### src/core/nir_pkg.sv
// nir_pkg: constants for the node identity / rom window register bank
// assumes: 32-bit ahb-lite register bus, 100 MHz system clock
package nir_pkg;
    // ************************************************************
    // register offsets
    // ************************************************************
    localparam logic [7:0] NIR_OFF_ID_UPPER = 8'h24;
    localparam logic [7:0] NIR_OFF_ID_LOWER = 8'h28;
    localparam logic [7:0] NIR_OFF_ROM_BASE = 8'h34;
    localparam logic [7:0] NIR_OFF_FAIL_LOW = 8'h38;
    localparam logic [7:0] NIR_OFF_FAIL_HIGH = 8'h3C;
    localparam logic [7:0] NIR_OFF_IRQ_STAT = 8'h60;
    localparam logic [7:0] NIR_OFF_IRQ_MASK = 8'h64;
    localparam logic [7:0] NIR_OFF_ID_STAT = 8'h68;
    // ************************************************************
    // reset values and fields
    // ************************************************************
    localparam logic [31:0] NIR_ID_RESET = 32'h00000000;
    localparam logic [31:0] NIR_ROM_BASE_RESET = 32'h00000000;
    localparam logic [31:0] NIR_ROM_BASE_MASK = 32'hFFFFFC00;
    localparam int NIR_ROM_LOW_BITS = 10;
    localparam logic [47:0] NIR_ROM_FIRST = 48'hFFFFF0000400;
    localparam logic [47:0] NIR_ROM_LAST = 48'hFFFFF00007FF;
    localparam int NIR_MAKER_HI = 31;
    localparam int NIR_MAKER_LO = 8;
    localparam int NIR_IRQ_BITS = 2;
    localparam int NIR_IRQ_LOADED = 0;
    localparam int NIR_IRQ_FAIL = 1;
    localparam logic [1:0] NIR_HTRANS_NONSEQ = 2'h2;
    localparam logic [2:0] NIR_HSIZE_WORD = 3'h2;
    // ************************************************************
    // load sequencer states
    // ************************************************************
    typedef enum logic [2:0] {
        NIR_ST_IDLE = 3'b001,
        NIR_ST_LOAD = 3'b010,
        NIR_ST_LOCK = 3'b100
    } nir_state_t;
endpackage

### src/core/nir_capture.sv
// nir_capture: posted-write failure capture (offset and requester)
// assumes: failure strobe comes from logic on clk_sys_in
`timescale 1ns/1ps
module nir_capture (
    // clock and reset
    input wire logic clk_sys_in,
    input wire logic resetn_in,
    // failure event
    input wire logic fail_valid_in,
    input wire logic [47:0] fail_offset_in,
    input wire logic [15:0] fail_node_in,
    // captured contents
    output logic [31:0] fail_low_out,
    output logic [31:0] fail_high_out
);
    // ************************************************************
    // capture registers
    // ************************************************************
    logic [31:0] low_q;
    logic [31:0] high_q;

    always_ff @(posedge clk_sys_in) begin
        if (!resetn_in) begin
            low_q <= 32'h00000000;
            high_q <= 32'h00000000;
        end else if (fail_valid_in) begin
            low_q <= fail_offset_in[31:0];
            high_q <= {fail_node_in, fail_offset_in[47:32]};
        end
    end

    assign fail_low_out = low_q;
    assign fail_high_out = high_q;
endmodule

### src/core/nir_regs.sv
// nir_regs: node identity, rom window and failed-write register bank
// assumes: single ahb-lite master, word transfers; serial rom reader
// outside delivers a loaded identifier as a one-cycle strobe
`timescale 1ns/1ps
module nir_regs (
    // clock and reset
    input wire logic clk_sys_in,
    input wire logic resetn_in,
    // pci reset and serial rom
    input wire logic pci_reset_in,
    input wire logic rom_present_in,
    input wire logic rom_load_valid_in,
    input wire logic [63:0] rom_load_id_in,
    output logic rom_load_req_out,
    // configuration rom read redirection
    input wire logic rom_read_valid_in,
    input wire logic [47:0] rom_read_offset_in,
    output logic rom_read_hit_out,
    output logic [31:0] rom_read_addr_out,
    // posted write failure
    input wire logic fail_valid_in,
    input wire logic [47:0] fail_offset_in,
    input wire logic [15:0] fail_node_in,
    // identity fields
    output logic [23:0] node_maker_code_out,
    output logic [7:0] unit_serial_upper_out,
    output logic [31:0] unit_serial_lower_out,
    output logic id_valid_out,
    // ahb-lite slave
    input wire logic hsel,
    input wire logic [31:0] haddr,
    input wire logic [1:0] htrans,
    input wire logic hwrite,
    input wire logic [2:0] hsize,
    input wire logic [31:0] hwdata,
    input wire logic hready,
    output logic [31:0] hrdata,
    output logic hreadyout,
    output logic hresp,
    // interrupt
    output logic irq_out
);
    import nir_pkg::*;
    // ************************************************************
    // state
    // ************************************************************
    nir_state_t state_q;
    logic [31:0] id_upper_q;
    logic [31:0] id_lower_q;
    logic [31:0] rom_base_q;
    logic [NIR_IRQ_BITS-1:0] irq_stat_q;
    logic [NIR_IRQ_BITS-1:0] irq_mask_q;
    logic [31:0] fail_low;
    logic [31:0] fail_high;
    logic [31:0] hrdata_q;
    logic pci_s1_q;
    logic pci_s2_q;
    logic pci_s3_q;
    logic prs_s1_q;
    logic prs_s2_q;
    logic wr_pend_q;
    logic [7:0] wr_addr_q;
    logic rd_go;
    logic wr_go;
    logic stat_rd;
    logic pci_rise;
    logic [NIR_IRQ_BITS-1:0] irq_set;

    // ************************************************************
    // decode helper
    // ************************************************************
    function automatic logic [31:0] nir_read(input logic [7:0] off,
            input logic [31:0] up, input logic [31:0] lo,
            input logic [31:0] base, input logic [31:0] fl,
            input logic [31:0] fh, input logic [1:0] st,
            input logic [1:0] mk, input logic lock);
        logic [31:0] v;
        v = 32'h00000000;
        unique case (off)
            NIR_OFF_ID_UPPER: v = up;
            NIR_OFF_ID_LOWER: v = lo;
            NIR_OFF_ROM_BASE: v = base & NIR_ROM_BASE_MASK;
            NIR_OFF_FAIL_LOW: v = fl;
            NIR_OFF_FAIL_HIGH: v = fh;
            NIR_OFF_IRQ_STAT: v = {30'h00000000, st};
            NIR_OFF_IRQ_MASK: v = {30'h00000000, mk};
            NIR_OFF_ID_STAT: v = {31'h00000000, lock};
            default: v = 32'h00000000;
        endcase
        return v;
    endfunction

    // ************************************************************
    // pin synchronisers
    // ************************************************************
    always_ff @(posedge clk_sys_in) begin
        if (!resetn_in) begin
            pci_s1_q <= 1'b0;
            pci_s2_q <= 1'b0;
            pci_s3_q <= 1'b0;
            prs_s1_q <= 1'b0;
            prs_s2_q <= 1'b0;
        end else begin
            pci_s1_q <= pci_reset_in;
            pci_s2_q <= pci_s1_q;
            pci_s3_q <= pci_s2_q;
            prs_s1_q <= rom_present_in;
            prs_s2_q <= prs_s1_q;
        end
    end

    // end of pci reset pulse
    assign pci_rise = pci_s3_q && !pci_s2_q;

    // ************************************************************
    // identifier load sequencer
    // ************************************************************
    always_ff @(posedge clk_sys_in) begin
        if (!resetn_in) begin
            state_q <= NIR_ST_IDLE;
        end else begin
            unique case (state_q)
                NIR_ST_IDLE: begin
                    if (pci_rise && prs_s2_q) begin
                        state_q <= NIR_ST_LOAD;
                    end
                end
                NIR_ST_LOAD: begin
                    if (rom_load_valid_in) begin
                        state_q <= NIR_ST_LOCK;
                    end
                end
                NIR_ST_LOCK: begin
                    state_q <= NIR_ST_LOCK;
                end
                default: state_q <= NIR_ST_IDLE;
            endcase
        end
    end

    assign rom_load_req_out = (state_q == NIR_ST_LOAD);
    assign id_valid_out = (state_q == NIR_ST_LOCK);

    // identifier words: written only by the rom load, never by the bus
    always_ff @(posedge clk_sys_in) begin
        if (!resetn_in) begin
            id_upper_q <= NIR_ID_RESET;
            id_lower_q <= NIR_ID_RESET;
        end else if (state_q == NIR_ST_LOAD && rom_load_valid_in) begin
            id_upper_q <= rom_load_id_in[63:32];
            id_lower_q <= rom_load_id_in[31:0];
        end
    end

    // field split of the identifier
    assign node_maker_code_out = id_upper_q[NIR_MAKER_HI:NIR_MAKER_LO];
    assign unit_serial_upper_out = id_upper_q[NIR_MAKER_LO-1:0];
    assign unit_serial_lower_out = id_lower_q;

    // ************************************************************
    // configuration rom read redirection
    // ************************************************************
    logic rom_hit;
    assign rom_hit = rom_read_valid_in
        && rom_read_offset_in >= NIR_ROM_FIRST
        && rom_read_offset_in <= NIR_ROM_LAST;

    always_ff @(posedge clk_sys_in) begin
        if (!resetn_in) begin
            rom_read_hit_out <= 1'b0;
            rom_read_addr_out <= 32'h00000000;
        end else begin
            rom_read_hit_out <= rom_hit;
            if (rom_hit) begin
                rom_read_addr_out <= (rom_base_q & NIR_ROM_BASE_MASK)
                    + {22'h000000,
                       rom_read_offset_in[NIR_ROM_LOW_BITS-1:0]};
            end
        end
    end

    // ************************************************************
    // failed posted write capture
    // ************************************************************
    nir_capture u_capture (
        .clk_sys_in(clk_sys_in),
        .resetn_in(resetn_in),
        .fail_valid_in(fail_valid_in),
        .fail_offset_in(fail_offset_in),
        .fail_node_in(fail_node_in),
        .fail_low_out(fail_low),
        .fail_high_out(fail_high)
    );

    // ************************************************************
    // ahb-lite slave
    // ************************************************************
    assign rd_go = hsel && hready && htrans == NIR_HTRANS_NONSEQ && !hwrite;
    assign wr_go = hsel && hready && htrans == NIR_HTRANS_NONSEQ && hwrite;
    assign stat_rd = rd_go && haddr[7:0] == NIR_OFF_IRQ_STAT
        && haddr[31:8] == 24'h000000;
    assign hreadyout = 1'b1;
    assign hresp = 1'b0;
    assign hrdata = hrdata_q;

    always_ff @(posedge clk_sys_in) begin
        if (!resetn_in) begin
            wr_pend_q <= 1'b0;
            wr_addr_q <= 8'h00;
        end else begin
            wr_pend_q <= wr_go && haddr[31:8] == 24'h000000;
            wr_addr_q <= haddr[7:0];
        end
    end

    always_ff @(posedge clk_sys_in) begin
        if (!resetn_in) begin
            hrdata_q <= 32'h00000000;
        end else if (rd_go) begin
            if (haddr[31:8] == 24'h000000) begin
                hrdata_q <= nir_read(haddr[7:0], id_upper_q, id_lower_q,
                    rom_base_q, fail_low, fail_high, irq_stat_q,
                    irq_mask_q, id_valid_out);
            end else begin
                hrdata_q <= 32'h00000000;
            end
        end
    end

    // writable registers; identifier offsets ignore writes
    always_ff @(posedge clk_sys_in) begin
        if (!resetn_in) begin
            rom_base_q <= NIR_ROM_BASE_RESET;
            irq_mask_q <= '0;
        end else if (wr_pend_q) begin
            if (wr_addr_q == NIR_OFF_ROM_BASE) begin
                rom_base_q <= hwdata & NIR_ROM_BASE_MASK;
            end
            if (wr_addr_q == NIR_OFF_IRQ_MASK) begin
                irq_mask_q <= hwdata[NIR_IRQ_BITS-1:0];
            end
        end
    end

    // ************************************************************
    // interrupt status: set wins over read clear
    // ************************************************************
    assign irq_set[NIR_IRQ_LOADED] = state_q == NIR_ST_LOAD
        && rom_load_valid_in;
    assign irq_set[NIR_IRQ_FAIL] = fail_valid_in;

    always_ff @(posedge clk_sys_in) begin
        if (!resetn_in) begin
            irq_stat_q <= '0;
        end else begin
            irq_stat_q <= (stat_rd ? '0 : irq_stat_q) | irq_set;
        end
    end

    assign irq_out = |(irq_stat_q & irq_mask_q);
endmodule

### config.mk
export PLATFORM = sky130hd
export DESIGN_NAME = nir_regs
export DESIGN_NICKNAME = d
export VERILOG_FILES = /design/src/core/nir_pkg.sv /design/src/core/nir_capture.sv /design/src/core/nir_regs.sv
export SDC_FILE = /design/constraint.sdc
export NUM_CORES = 1
export LEC_CHECK = 0
export BUFFER_PORTS_ARGS = -buffer_cell sky130_fd_sc_hd__buf_4
export CAP_MARGIN = 40
export CORE_ASPECT_RATIO = 2
export CORE_MARGIN = 5
export CORE_UTILIZATION = 45
export CTS_BUF_LIST = sky130_fd_sc_hd__clkbuf_4
export DETAILED_ROUTE_END_ITERATION = 12
export GPL_ROUTABILITY_DRIVEN = 1
export GPL_TIMING_DRIVEN = 0
export HOLD_SLACK_MARGIN = 0.12
export PLACE_DENSITY = 0.78
export SYNTH_ARGS = -nofsm -noshare
export SYNTH_HDL_FRONTEND = slang
export SYNTH_SLANG_ARGS = --single-unit
### constraint.sdc
create_clock -name clk_sys_in -period 2.5 [get_ports clk_sys_in]
set_clock_uncertainty 0.15 [all_clocks]
set_input_delay 0.125 -clock clk_sys_in [delete_from_list [all_inputs] [get_ports clk_sys_in]]
set_output_delay 0.125 -clock clk_sys_in [all_outputs]
set_load 0.05 [all_outputs]
==> metrics.md, run 1 <==
| Metric | Value |
|---|---|
| Synth top area share | 49.91% |
| Yosys reg bits | 236 |
| Root Buffer | clkbuf_4 |
| HPWL Detailed | 31.26 mm |
| Number of synthesized flops with an enable pin | 0 |
| Area contributors post-synth | dfxtp_1 50%, mux2i_1 10%, nand2_1 8.6%, a21oi_1 4.3%, nor2_1 4.0% |
| Log Error | [ERROR RSZ-0060] Max buffer count reached. |
| Post-CTS Resized | 3 |
| Mux contribution to synthesized area | 10.05% |
| Stop stage | clock tree synthesis |
| Status | did not finish |
| Final GP Congestion | 0.9507 |
| Asr flop ratio synth | 0% |
| Cts bufs inserted | 52 |
| Initial Util | 45.44% |
| Post-CTS Hold Buffers | 364 |
| FP Rows | 75 |
| Yosys cell types | 48 |
| Post-Synth Simple-Gate Area | 20.53% |
| Synth Instances | 1083 |
| Largest family of logic cells by synthesized area | simple AND/OR/NAND/NOR gates |
| Avg Cell Area, Syn | 8.740 µm² |
| Net count after synthesis | 1338 |
| Compound-Gate Fraction of Synth Area | 15.19% |
| Placed insts | 1726 |
| Synth area leader | dfxtp_1 |
| Commonest cells post-synth | 236 x dfxtp_1, 218 x nand2_1, 100 x nor2_1 |
| Adder-cell share of the synthesized area | 0% |
| Synth warn | 0 |
| Prevailing post-synth register cell | dfxtp_1 |
| Cell with the most instances after synthesis | dfxtp_1 |
| XOR/XNOR Fraction of Synth Area | 0% |
| Clk sinks | 236 |
| IO Port Bufs | 368 |
| H-tree Lvls | 2 |
| CTS Buffer Depth | 3 |
| DIE HEIGHT | 215.1 µm |
| Die W | 112.6 µm |
| Sequential cell area fraction in the yosys report | 49.91% |
| Ports | 389 |
| Post-CTS Setup Inserts | 0 |
| Mapped Area | 9465 µm² |
metrics by stage:
stage | setup slack (ns) | setup TNS (ns) | util, % | cell area [µm²] | hold WS, ns
detailed placement | -0.6557 | -16.28 | 60.55 | 12610 | 0.1884
global placement | -0.6464 | -28.11 | 60.31 | 12560 | 0.1856
floorplan | 0.02098 | 0 | - | 9465 | 0.09440
kinds of logic after synthesis:
logic type | count (synthesis)
and+or+nand+nor | 435
DFF | 236
AOI/OAI and AO/OA | 223
muxes | 95
buffers and inverters | 92
other | 2
==> run 2: changes to the inputs <==
- CORE_ASPECT_RATIO: 2 -> not set
- CORE_UTILIZATION: 45 -> 40
- CTS_BUF_LIST: sky130_fd_sc_hd__clkbuf_4 -> not set
- HOLD_SLACK_MARGIN: 0.12 -> not set
- PLACE_DENSITY: 0.78 -> not set
- PLACE_DENSITY_LB_ADDON: not set -> 0.15
- clock period: 2.5 -> 3.2 ns (I/O delays scaled with it)
==> run 2 against run 1 <==
Net effect: the run now ends clean; area after synthesis did not move; synthesized cell count did not move.
==> metrics.md, run 2 <==
| Metric | Value |
|---|---|
| WP data required | 3.53 ns |
| CTS Buffer Depth | 3 (unchanged) |
| Die W | 163.8 µm (was 112.6 µm) |
| Core ar. | 23400 µm² |
| Worst-case reg-to-reg path depth | 8 |
| Crit path DAT | 3.40 ns |
| Yosys reg bits | 236 (unchanged) |
| Global route overflow | 0 |
| Crit-path most repeated cell | clkbuf_1 |
| Via count | 10420 |
| Most common cell after layout, fill and taps aside | buf_4 |
| Fin crit share | 95.84% |
| Initial drt markers | 725 |
| Placed insts | 1775 (was 1726) |
| Post-route DRC violation count | 0 |
| Prevailing post-synth register cell | dfxtp_1 (unchanged) |
| Initial Util | 40.45% (was 45.44%) |
| Sequential cell area fraction in the yosys report | 49.91% (unchanged) |
| Slew @ Worst Pin | 0.9971 ns |
| H-tree Lvls | 1 (was 2) |
| Yosys cell types | 48 (unchanged) |
| Initial antenna violation count | 2 |
| Status | finished clean (was did not finish) |
| Area contributors post-synth | dfxtp_1 50%, mux2i_1 10%, nand2_1 8.6%, a21oi_1 4.3%, nor2_1 4.0% (unchanged) |
| Most frequent cells in the layout | 372 x buf_4, 236 x dfxtp_1, 218 x nand2_1 |
| Commonest cells post-synth | 236 x dfxtp_1, 218 x nand2_1, 100 x nor2_1 (unchanged) |
| Gr usage total | 29.01% |
| Worst setup SP type | input port |
| Crit Path Class | input port to flip-flop |
| First-pass GRT wire length | 60.09 mm |
| Pwr Total | 6685 µW |
| Max-slew headroom | 33.38% |
| Final setup vio count | 0 |
| DIE HEIGHT | 163.8 µm (was 215.1 µm) |
| Slowest cell on crit path | clkbuf_1 |
| Final Hold Vio Count | 0 |
| Mapped Area | 9465 µm² (unchanged) |
| Drt via density | 5.211 |
| Cell with the most instances after synthesis | dfxtp_1 (unchanged) |
| Synth top area share | 49.91% (unchanged) |
| Layout area overhead | 61.35% |
| Final instance area | 15270 µm² |
| Lkg Pwr | 0.006378 µW |
| Worst IR drop on VDD | 0.2920 mV |
| Wirelength, routed | 40.70 mm |
| Max_cap viols | 0 |
| Final GP Congestion | 0.8530 (was 0.9507) |
| Worst skew pair latency | 0.53 ns |
| HPWL Detailed | 29.20 mm (was 31.26 mm) |
| Filler cells | 1983 |
| Largest net degree at the start of global routing | 14 |
| Worst Hold Class | input port to flip-flop |
| Number of synthesized flops with an enable pin | 0 (unchanged) |
| Synth Instances | 1083 (unchanged) |
| Non-filler cells, final | 2000 |
| Synth area leader | dfxtp_1 (unchanged) |
| FP Rows | 56 (was 75) |
| Worst-path clk slew | 0.07 ns |
| Setup crit end kind | flip-flop |
| Worst-path fanout max | 10 |
| DRT Pass-1 Iters | 8 |
| Final WS setup | 0.1330 ns |
| Cts bufs inserted | 27 (was 52) |
| Post-route ant nets | 0 |
| Worst hold stages | 5 |
| Avg Cell Area, Syn | 8.740 µm² (unchanged) |
| Clk sinks | 236 (unchanged) |
| Synth warn | 0 (unchanged) |
| Net count after synthesis | 1338 (unchanged) |
| WL/cell | 20.35 µm |
| Cell chain of the critical path | dlygate4sd3_1, clkbuf_1, nor3b_1, and3_1, clkbuf_1, clkbuf_1, nand2_1, nand4_1, and3_1 |
| PwrDens | 437.7 nW/µm² |
| Vias in the first global route | 10700 |
| Full die area | 26840 µm² |
| Total negative slack | 0 ns |
| Setup WS pre-CTS | 0.1870 ns (was -0.6557 ns) |
| IO Port Bufs | 368 (unchanged) |
| Nets@finish | 1916 |
| Fmax | 0.3260 GHz |
| Asr flop ratio synth | 0% (unchanged) |
| Crit path largest cell delay | 0.68 ns |
| Root Buffer | clkbuf_16 (was clkbuf_4) |
| Fin crit period | 3.067 ns |
| Ports | 389 (unchanged) |
| RSZ-0062 raised after global routing | no |
| Slew Viols, Final | 0 |
| Placed cell areas | 12670 µm² (was 12610 µm²) |
| Fraction of layout cells with a size suffix above 1 | 27.00% |
| CTS tree | yes |
## run 2: cell counts after synthesis
Identical to the previous run, type by type.
## run 2: stage by stage
step	utilization, %	hold WS [ns]
floorplan	-	0.1294
global placement	53.96	0.2225
detailed placement	54.15	0.2247
CTS	65.23	0.001204
global route	65.25	0.06327
finish	65.26	0.005095
## run 2: cells by family after synthesis
family          Yosys count  share of synthesized area (%)
mux                      95                          10.05
flops                   236                          49.91
buf+inv                  92                          4.243
simple gates            435                          20.53
other cells               2                        0.07934
compound gates          223                          15.19
## run 2: path summary, 6_finish.rpt
| kind | to | start | slack, ns |
|---|---|---|---|
| max | hrdata[18]$_SDFFE_PN0P_ | haddr[3] | 0.13 |
| max reg2reg | id_upper_q[1]$_SDFFE_PN0P_ | state_q[0]$_SDFFE_PN1P_ | 0.36 |
| min reg2reg | pci_s2_q$_SDFF_PN0_ | pci_s1_q$_SDFF_PN0_ | 0.28 |
| min | irq_stat_q[1]$_SDFF_PN0_ | haddr[29] | 0.005 |
## run 2: where the power goes
group,total [µW],leakage [µW],internal [µW],switching [µW]
sequential,3030,0.00192,3000,32.3
clock,2940,0.000413,1720,1220
combinational,715,0.00405,418,297
total,6680,0.00638,5140,1550
## run 2: final cells by class
cell class,instances,area [µm²],area share [%]
diodes,3,7.507,0.04916
plain buffers,91,397.9,2.605
clock buffers,38,757.0,4.957
clock inverters,8,72.57,0.4752
inverters,1,3.754,0.02458
multi-input cells,755,4339,28.41
flip-flops and latches,236,4725,30.94
well taps,319,399.1,2.613
repair buffers,549,4571,29.93
## run 2: critical path, delay by kind of cell
family,cells,cell delay [ns]
buf+inv,4,2.09
simple gates,5,1.14
## run 2: repair_timing
item / in CTS / in global routing
buffers inserted: 0 / 0
hold endpoints to repair: 174 / 0
gates resized for setup: 0 / 0
hold buffers: 176 / 0
setup endpoints to repair: 0 / 0
## run 2: metal layers
layer	GRT usage (%)	routed length (µm)	up-vias
met5	0	0	-
met4	9.302	1343	0
met3	5.571	3057	86
met2	50.58	19540	459
met1	36.19	16760	4945
li1	-	-	4931
Power figures use the tool's default switching activity.
